==> config.mk <==
export PLATFORM = sky130hd
export DESIGN_NAME = tmrcap_top
export DESIGN_NICKNAME = d
export VERILOG_FILES = /design/src/verilog/tmrcap_pkg.sv /design/src/verilog/tmrcap_byte_if.sv /design/src/verilog/tmrcap_byte.sv /design/src/verilog/tmrcap_top.sv
export SDC_FILE = /design/constraint.sdc
export NUM_CORES = 1
export LEC_CHECK = 0
export BUFFER_PORTS_ARGS = -buffer_cell sky130_fd_sc_hd__buf_2
export CAP_MARGIN = 20
export CORE_MARGIN = 3
export CORE_UTILIZATION = 61
export CTS_BUF_LIST = sky130_fd_sc_hd__clkbuf_4 sky130_fd_sc_hd__clkbuf_8 sky130_fd_sc_hd__clkbuf_16
export CTS_CLUSTER_SIZE = 12
export DETAILED_ROUTE_END_ITERATION = 6
export GPL_TIMING_DRIVEN = 0
export PLACE_DENSITY = 0.79
export SETUP_SLACK_MARGIN = 0.4
export SKIP_CTS_REPAIR_TIMING = 1
export SLEW_MARGIN = 20
export SYNTH_ARGS = -nofsm -noshare
export SYNTH_HDL_FRONTEND = slang
export SYNTH_SLANG_ARGS = --single-unit
==> constraint.sdc <==
create_clock -name clk_i -period 6.9 [get_ports clk_i]
set_clock_uncertainty 0.15 [all_clocks]
set_input_delay 0.69 -clock clk_i [delete_from_list [all_inputs] [get_ports clk_i]]
set_output_delay 0.69 -clock clk_i [all_outputs]
set_load 0.03 [all_outputs]
==> src/verilog/tmrcap_pkg.sv <==
// Package: register map, field positions, reset values and timing counts of the reload timer
`default_nettype none
package tmrcap_pkg;
   // Bus widths
   localparam int unsigned ADDR_W = 4;
   localparam int unsigned DATA_W = 8;
   // Register offsets
   localparam logic [3:0] OFS_CTRL = 4'h0;
   localparam logic [3:0] OFS_CFG = 4'h1;
   localparam logic [3:0] OFS_RLD_LO = 4'h2;
   localparam logic [3:0] OFS_RLD_HI = 4'h3;
   localparam logic [3:0] OFS_CNT_LO = 4'h4;
   localparam logic [3:0] OFS_CNT_HI = 4'h5;
   localparam logic [3:0] OFS_EV_STAT = 4'h6;
   localparam logic [3:0] OFS_EV_CLR = 4'h7;
   localparam logic [3:0] OFS_EV_EN = 4'h8;
   // Control register fields
   localparam int unsigned CTL_HOVF = 7;
   localparam int unsigned CTL_LOVF = 6;
   localparam int unsigned CTL_LIE = 5;
   localparam int unsigned CTL_CEN = 4;
   localparam int unsigned CTL_SPLIT = 3;
   localparam int unsigned CTL_RUN = 2;
   localparam int unsigned CTL_ALT_HI = 1;
   localparam int unsigned CTL_ALT_LO = 0;
   // Configuration register fields
   localparam int unsigned CFG_LSYS = 0;
   localparam int unsigned CFG_HSYS = 1;
   localparam int unsigned CFG_TIE = 2;
   localparam int unsigned CFG_SYNC = 3;
   // Event status bits
   localparam int unsigned EV_HOVF = 0;
   localparam int unsigned EV_LOVF = 1;
   localparam int unsigned EV_CAPT = 2;
   localparam int unsigned EV_WAKE = 3;
   localparam int unsigned EV_W = 4;
   // Reset values
   localparam logic [7:0] CTRL_RST = 8'h00;
   localparam logic [2:0] CFG_RST = 3'h0;
   localparam logic [7:0] BYTE_RST = 8'h00;
   localparam logic [3:0] EV_RST = 4'h0;
   localparam logic [7:0] BYTE_MAX = 8'hFF;
   // Alternate clock select codes
   localparam logic [1:0] ALT_DIV12 = 2'h0;
   localparam logic [1:0] ALT_EXT8 = 2'h1;
   localparam logic [1:0] ALT_RSVD = 2'h2;
   localparam logic [1:0] ALT_LFO8 = 2'h3;
   // Timing counts
   localparam logic [3:0] SYS_DIV = 4'hC;
   localparam logic [2:0] SRC_DIV_LAST = 3'h7;
   localparam logic [1:0] SYNC_TICKS = 2'h3;
   // Suspend tracking states
   typedef enum logic [2:0] {
      PWR_RUN = 3'b001,
      PWR_SUSP = 3'b010,
      PWR_SYNC = 3'b100
   } tmrcap_pwr_t;
endpackage
`default_nettype wire

==> src/verilog/tmrcap_byte_if.sv <==
// Interface between the timer core and one 8-bit counter byte
`timescale 1ns/10ps
`default_nettype none
interface tmrcap_byte_if;
   logic inc; // Count one step
   logic load; // Take reload value
   logic [7:0] load_val; // Reload value
   logic wr; // Software write
   logic [7:0] wr_data; // Software data
   logic [7:0] count; // Current count
   logic carry; // Wrap from all ones this cycle
   modport ctl (output inc, output load, output load_val, output wr, output wr_data, input count, input carry);
   modport cnt (input inc, input load, input load_val, input wr, input wr_data, output count, output carry);
endinterface
`default_nettype wire

==> src/verilog/tmrcap_byte.sv <==
// One auto-reload counter byte, used twice by the timer core
`timescale 1ns/10ps
`default_nettype none
module tmrcap_byte
   import tmrcap_pkg::*;
(
   input wire logic clk_i,
   input wire logic reset_n_i,
   tmrcap_byte_if.cnt bus
);
   logic [7:0] count_r; // Counter byte
   logic [7:0] count_nxt; // Next count

   // Software write beats reload, reload beats increment
   always_comb begin
      count_nxt = count_r;
      if (bus.wr) begin
         count_nxt = bus.wr_data;
      end else if (bus.load) begin
         count_nxt = bus.load_val;
      end else if (bus.inc) begin
         count_nxt = count_r + 8'h01;
      end
   end

   // Counter storage
   always_ff @(posedge clk_i or negedge reset_n_i) begin
      if (!reset_n_i) begin
         count_r <= BYTE_RST;
      end else begin
         count_r <= count_nxt;
      end
   end

   assign bus.count = count_r;
   assign bus.carry = bus.inc && (count_r == BYTE_MAX);
endmodule // tmrcap_byte
`default_nettype wire

==> src/verilog/tmrcap_top.sv <==
// Auto-reload timer with split mode, oscillator capture and suspend wake
`timescale 1ns/10ps
`default_nettype none
module tmrcap_top
   import tmrcap_pkg::*;
(
   input wire logic clk_i,
   input wire logic reset_n_i,
   input wire logic [ADDR_W-1:0] addr_i,
   input wire logic [DATA_W-1:0] wdata_i,
   input wire logic wr_i,
   input wire logic rd_i,
   output logic [DATA_W-1:0] rdata_o,
   input wire logic ext_clk_i,
   input wire logic lfo_i,
   input wire logic suspend_i,
   output logic wake_o,
   output logic irq_o
);
   tmrcap_byte_if lo_if (); // Low byte link
   tmrcap_byte_if hi_if (); // High byte link

   tmrcap_byte u_lo (.clk_i(clk_i), .reset_n_i(reset_n_i), .bus(lo_if.cnt));
   tmrcap_byte u_hi (.clk_i(clk_i), .reset_n_i(reset_n_i), .bus(hi_if.cnt));

   // Source synchronisers and dividers
   logic ext_meta_r, ext_sync_r, ext_prev_r; // External clock chain
   logic lfo_meta_r, lfo_sync_r, lfo_prev_r; // Oscillator chain
   logic [3:0] div12_r, div12_nxt; // System clock prescaler
   logic [2:0] ext8_r, ext8_nxt; // External divide by eight
   logic [2:0] lfo8_r, lfo8_nxt; // Oscillator divide by eight
   logic ext_rise, lfo_rise, lfo_fall; // Edges seen after sync
   logic tick_div12, tick_ext8, tick_lfo8; // One-cycle source ticks
   logic tick_lo, tick_hi; // Per-byte count ticks

   // Register state
   logic [7:0] ctrl_r, ctrl_nxt; // Control register
   logic [2:0] cfg_r, cfg_nxt; // Select bits and timer enable
   logic [7:0] rll_r, rll_nxt; // Low reload
   logic [7:0] rlh_r, rlh_nxt; // High reload
   logic [EV_W-1:0] ev_stat_r, ev_stat_nxt; // Sticky events
   logic [EV_W-1:0] ev_en_r, ev_en_nxt; // Event enables
   logic [EV_W-1:0] ev_set; // Events this cycle
   logic [DATA_W-1:0] rdata_nxt; // Read data next
   logic irq_nxt, wake_nxt; // Output next values
   tmrcap_pwr_t pwr_r, pwr_nxt; // Suspend tracking
   logic [1:0] sync_cnt_r, sync_cnt_nxt; // Ticks since wake

   logic split, run, wide_ovf, cap_ev, sync_pend; // Decoded controls

   // Selects a byte's tick from its system_clock bit and the alternate field
   function automatic logic pick_tick(input logic sys_sel, input logic [1:0] alt,
                                      input logic t12, input logic te, input logic tl);
      logic t;
      t = 1'b0;
      if (sys_sel) begin
         t = 1'b1;
      end else begin
         case (alt)
            ALT_DIV12: t = t12;
            ALT_EXT8: t = te;
            ALT_LFO8: t = tl;
            default: t = 1'b0; // Reserved code never counts
         endcase
      end
      return t;
   endfunction

   // Two flops before any use; the third only remembers the last level
   always_ff @(posedge clk_i or negedge reset_n_i) begin
      if (!reset_n_i) begin
         ext_meta_r <= 1'b0;
         ext_sync_r <= 1'b0;
         ext_prev_r <= 1'b0;
         lfo_meta_r <= 1'b0;
         lfo_sync_r <= 1'b0;
         lfo_prev_r <= 1'b0;
      end else begin
         ext_meta_r <= ext_clk_i;
         ext_sync_r <= ext_meta_r;
         ext_prev_r <= ext_sync_r;
         lfo_meta_r <= lfo_i;
         lfo_sync_r <= lfo_meta_r;
         lfo_prev_r <= lfo_sync_r;
      end
   end

   assign ext_rise = ext_sync_r && !ext_prev_r;
   assign lfo_rise = lfo_sync_r && !lfo_prev_r;
   assign lfo_fall = !lfo_sync_r && lfo_prev_r;
   assign tick_div12 = (div12_r == SYS_DIV - 4'h1);
   assign tick_ext8 = ext_rise && (ext8_r == SRC_DIV_LAST);
   assign tick_lfo8 = lfo_rise && (lfo8_r == SRC_DIV_LAST);

   // Prescalers; the slow sources stay synchronised in suspend too, one clock only
   always_comb begin
      div12_nxt = tick_div12 ? 4'h0 : div12_r + 4'h1;
      ext8_nxt = ext_rise ? ext8_r + 3'h1 : ext8_r;
      lfo8_nxt = lfo_rise ? lfo8_r + 3'h1 : lfo8_r;
   end

   always_ff @(posedge clk_i or negedge reset_n_i) begin
      if (!reset_n_i) begin
         div12_r <= 4'h0;
         ext8_r <= 3'h0;
         lfo8_r <= 3'h0;
      end else begin
         div12_r <= div12_nxt;
         ext8_r <= ext8_nxt;
         lfo8_r <= lfo8_nxt;
      end
   end

   assign tick_lo = pick_tick(cfg_r[CFG_LSYS], ctrl_r[1:0], tick_div12, tick_ext8, tick_lfo8);
   assign tick_hi = pick_tick(cfg_r[CFG_HSYS], ctrl_r[1:0], tick_div12, tick_ext8, tick_lfo8);

   assign split = ctrl_r[CTL_SPLIT];
   assign run = ctrl_r[CTL_RUN];
   assign wide_ovf = !split && hi_if.carry;
   assign cap_ev = ctrl_r[CTL_CEN] && lfo_fall;
   assign sync_pend = (pwr_r == PWR_SYNC);

   // Byte steering: 16-bit chains low carry into high, split runs each byte apart
   always_comb begin
      lo_if.wr = wr_i && (addr_i == OFS_CNT_LO);
      hi_if.wr = wr_i && (addr_i == OFS_CNT_HI);
      lo_if.wr_data = wdata_i;
      hi_if.wr_data = wdata_i;
      lo_if.load_val = rll_r;
      hi_if.load_val = rlh_r;
      if (split) begin
         lo_if.inc = tick_lo;
         lo_if.load = lo_if.carry;
         hi_if.inc = run && tick_hi;
         hi_if.load = hi_if.carry;
      end else begin
         lo_if.inc = run && tick_lo;
         hi_if.inc = lo_if.carry;
         lo_if.load = wide_ovf;
         hi_if.load = wide_ovf;
      end
   end

   // Register writes; a hardware set beats a software clear in the same cycle
   always_comb begin
      ctrl_nxt = ctrl_r;
      cfg_nxt = cfg_r;
      rll_nxt = rll_r;
      rlh_nxt = rlh_r;
      ev_en_nxt = ev_en_r;
      ev_stat_nxt = ev_stat_r;
      if (wr_i) begin
         case (addr_i)
            OFS_CTRL: ctrl_nxt = wdata_i;
            OFS_CFG: cfg_nxt = wdata_i[2:0];
            OFS_RLD_LO: rll_nxt = wdata_i;
            OFS_RLD_HI: rlh_nxt = wdata_i;
            OFS_EV_CLR: ev_stat_nxt = ev_stat_r & ~wdata_i[EV_W-1:0];
            OFS_EV_EN: ev_en_nxt = wdata_i[EV_W-1:0];
            default: ctrl_nxt = ctrl_r; // Unmapped writes are dropped
         endcase
      end
      // Flags set only by hardware events, never cleared here
      if (hi_if.carry || cap_ev) begin
         ctrl_nxt[CTL_HOVF] = 1'b1;
      end
      if (lo_if.carry) begin
         ctrl_nxt[CTL_LOVF] = 1'b1;
      end
      // Capture overrides a reload write in the same cycle
      if (cap_ev) begin
         rll_nxt = lo_if.count;
         rlh_nxt = hi_if.count;
      end
      ev_stat_nxt = ev_stat_nxt | ev_set;
   end

   always_comb begin
      ev_set = '0;
      ev_set[EV_HOVF] = hi_if.carry;
      ev_set[EV_LOVF] = lo_if.carry;
      ev_set[EV_CAPT] = cap_ev;
      ev_set[EV_WAKE] = (pwr_r == PWR_SUSP) && hi_if.carry;
   end

   // Timer request follows the flags; event path is independent of it
   always_comb begin
      irq_nxt = (cfg_nxt[CFG_TIE] && ctrl_nxt[CTL_HOVF])
                || (cfg_nxt[CFG_TIE] && ctrl_nxt[CTL_LIE] && ctrl_nxt[CTL_LOVF])
                || (|(ev_stat_nxt & ev_en_nxt));
   end

   // Suspend tracking: wake on overflow, sync window after any other wake
   always_comb begin
      pwr_nxt = pwr_r;
      sync_cnt_nxt = sync_cnt_r;
      wake_nxt = 1'b0;
      case (pwr_r)
         PWR_RUN: begin
            if (suspend_i) begin
               pwr_nxt = PWR_SUSP;
            end
         end
         PWR_SUSP: begin
            wake_nxt = wake_o || hi_if.carry;
            if (!suspend_i) begin
               // A timer wake needs no resync window
               pwr_nxt = wake_o ? PWR_RUN : PWR_SYNC;
               sync_cnt_nxt = 2'h0;
               wake_nxt = 1'b0;
            end
         end
         PWR_SYNC: begin
            if (suspend_i) begin
               pwr_nxt = PWR_SUSP;
            end else if (tick_lo) begin
               sync_cnt_nxt = sync_cnt_r + 2'h1;
               if (sync_cnt_r == SYNC_TICKS - 2'h1) begin
                  pwr_nxt = PWR_RUN;
               end
            end
         end
         default: pwr_nxt = PWR_RUN;
      endcase
   end

   // Read mux, data valid only in the cycle after the strobe
   always_comb begin
      rdata_nxt = '0;
      if (rd_i) begin
         case (addr_i)
            OFS_CTRL: rdata_nxt = ctrl_r;
            OFS_CFG: rdata_nxt = {4'h0, sync_pend, cfg_r};
            OFS_RLD_LO: rdata_nxt = rll_r;
            OFS_RLD_HI: rdata_nxt = rlh_r;
            OFS_CNT_LO: rdata_nxt = lo_if.count;
            OFS_CNT_HI: rdata_nxt = hi_if.count;
            OFS_EV_STAT: rdata_nxt = {4'h0, ev_stat_r};
            OFS_EV_EN: rdata_nxt = {4'h0, ev_en_r};
            default: rdata_nxt = '0; // Clear register and holes read zero
         endcase
      end
   end

   // All control state and outputs
   always_ff @(posedge clk_i or negedge reset_n_i) begin
      if (!reset_n_i) begin
         ctrl_r <= CTRL_RST;
         cfg_r <= CFG_RST;
         rll_r <= BYTE_RST;
         rlh_r <= BYTE_RST;
         ev_stat_r <= EV_RST;
         ev_en_r <= EV_RST;
         rdata_o <= '0;
         irq_o <= 1'b0;
         wake_o <= 1'b0;
         pwr_r <= PWR_RUN;
         sync_cnt_r <= 2'h0;
      end else begin
         ctrl_r <= ctrl_nxt;
         cfg_r <= cfg_nxt;
         rll_r <= rll_nxt;
         rlh_r <= rlh_nxt;
         ev_stat_r <= ev_stat_nxt;
         ev_en_r <= ev_en_nxt;
         rdata_o <= rdata_nxt;
         irq_o <= irq_nxt;
         wake_o <= wake_nxt;
         pwr_r <= pwr_nxt;
         sync_cnt_r <= sync_cnt_nxt;
      end
   end

   logic wr_cnt; // Any software write to a counter byte
   assign wr_cnt = lo_if.wr || hi_if.wr;
endmodule // tmrcap_top
`default_nettype wire

==> reports/qor.txt <==
status: finished clean
Ant. Diodes: 0
Slew @ Worst Pin: 0.876 ns
critical path class: reg2reg
Routed Antenna Nets: 0
number of max-cap violations: 0
Synth Flop Type: dfrtp_1
number of global-route vias before repair: 3538
clk root buf: clkbuf_8
CTS tree: built
syn nets: 474
num ports: 29
WL per Instance: 19.8 um
CP max-delay cell: a2111oi_0
die area: 8330 um^2
H-tree Lvls: 3
fin crit share: 40.0%
clk sinks: 82
WP depth: 7
Seq cells post-synth: 82
GRT Total Usage: 29.0%
WP data required: 7.06 ns
gpl congestion: 0.920
Placement Setup Slack: 4.14 ns
Clock transition at path regs: 0.09 ns
fillers: 556
CTS buffer count: 9
P_leak: 0.00222 uW
PD cells: 333 nW/um^2
Final Slew Violations: 0
Fin Hold WS: 0.127 ns
sequential area share after synthesis: 46.3%
drt drc: 0
number of flops mapped to enable cells by yosys: 0
endpoints failing setup: 0
initial antenna violation count: 0
Worst Reg-to-Reg Cells: 7
via count: 3761
Clock Path Buffers: 2
unrepaired setup endpoints after global routing: false
Final TNS setup: 0 ns
final worst setup slack: 4.14 ns
Syn Area/Cell: 9.92 um^2
startpoint type of the worst setup path: flop
first-pass GRT wire length: 18700 um
post-synth cell types: 66
crit path buf inv count: 0
delay-heaviest family, CP: compound AO/OA/AOI/OAI gates
relative slew slack: 41.1%
die height: 91.2 um
Tmin final: 2.76 ns
row count: 30
most frequent cells in the layout: dfrtp_1, nor2_1, a21oi_1
DP Wirelength: 8280 um
ys async rst share: 100%
Synth-to-Final Area Change: 10.8%
Die Wd: 91.2 um
Critical Path AT: 2.92 ns
cells along the critical path: ha_1 > nand4_1 > nor2_1 > and3b_1 > a21oi_2 > a2111oi_0 > a211o_1
critical path endpoint category: flop
crit-path max FO: 7
Synth Warn #: 0
Post-Route WL: 11600 um
port bufs: 26
peak supply drop: 0.000190 V
drt pass-1 iters: 6
largest net degree at the start of global routing: 50
ratio of cells with drive above 1 in the final layout: 18.4%
clk_lat worst skew: 0.37 ns
nets@finish: 512
core box area: 6910 um^2
vias per cell: 6.42
Max Fclk: 0.362 GHz
Synth Cell Area: 4430 um^2
final hold violations: 0
Synth Instances: 447
Critical Path Max Stage Delay: 0.57 ns
initial DRC count: 434
worst hold path class: in2async
grt ovf: 0
commonest non-fill, non-tap cell in the layout: dfrtp_1
initial core utilization: 64.2%
[sequential cells by signal, indices dropped and copies added, names as in the netlist]
name,count
lfo_meta_r,1
cfg_r,3
ext_sync_r,1
lfo_prev_r,1
wake_o,1
ctrl_r,8
irq_o,1
lfo_sync_r,1
hi_if.load_val,8
ext_meta_r,1
lo_if.load_val,8
div12_r,4
ev_en_r,4
u_lo.bus.count,8
ext8_r,3
sync_cnt_r,2
ev_stat_r,4
u_hi.bus.count,8
ext_prev_r,1
rdata_o,8
pwr_r,3
lfo8_r,3
[report_power, final]
part,internal (uW),total [uW],switching (uW)
clock,163,351,188
sequential,632,806,174
combinational,224,480,256
[Yosys cell counts, types with 6 or more instances]
library cell	count	area [um^2]
ha_1	8	100
nand2_1	40	150
dfrtp_1	81	2030
inv_1	10	37.5
a21oi_1	41	205
mux2_2	22	248
a211oi_1	6	45.0
mux2i_1	27	270
o31ai_1	6	45.0
nor2_1	48	180
nor2b_1	9	56.3
clkbuf_1	10	37.5
o21ai_0	18	90.1
nand3_1	19	95.1
[layout make-up]
| type | instances | area, um^2 | area share (%) |
|---|---|---|---|
| buffer | 20 | 97.6 | 1.99 |
| multi-input combinational | 335 | 2240 | 45.7 |
| sequential | 82 | 2050 | 41.8 |
| timing repair buffer | 27 | 160 | 3.26 |
| clock buffer | 12 | 165 | 3.36 |
| inverter | 10 | 37.5 | 0.764 |
| clock inverter | 4 | 33.8 | 0.688 |
| tap | 96 | 120 | 2.45 |
[path summary, 6_finish.rpt]
kind,slack (ns),endpoint,startpoint
max,4.14,u_hi.bus.count[0],u_lo.bus.count[0]
min,0.13,u_lo.bus.count[1],reset_n_i
max reg2reg,4.14,u_hi.bus.count[0],u_lo.bus.count[0]
min reg2reg,0.21,ext_sync_r,ext_meta_r
max in group asynchronous,5.86,hi_if.load_val[7],reset_n_i
min in group clk_i,0.21,ext_sync_r,ext_meta_r
[worst register-to-register path: cells and delay by family, from the launching register on]
family / cells / cell delay [ns]
adders and majority gates: 1 / 0.27
AOI/OAI and AO/OA: 3 / 0.89
and+or+nand+nor: 3 / 0.89
DFF: 1 / 0.50
[cells by family after synthesis]
family,share of synthesized area [%]
AOI/OAI and AO/OA,18.3
and+or+nand+nor,17.2
adders and majority gates,2.26
DFF,46.3
buffers and inverters,3.05
muxes,11.7
xor gates and xnor gates,1.19
[routing by layer]
metal | vias to the layer above | track usage, % | share of wire, %
li1 | 1712 | - | -
met1 | 1800 | 40.4 | 41
met2 | 208 | 44.5 | 46
met3 | 41 | 5.30 | 9.1
met4 | 0 | 12.7 | 3.6
met5 | - | 0 | 0
[through the flow]
stage	power [uW]	area [um^2]	util, %	instances
final	1640	4910	71.1	586
after global routing	1730	4910	71.1	586
after CTS	1630	4910	71.1	586
after detailed placement	1280	4710	68.2	570
after global placement	1250	4680	67.8	569
after floorplan	1120	4430	-	447
Power figures use the tool's default switching activity.
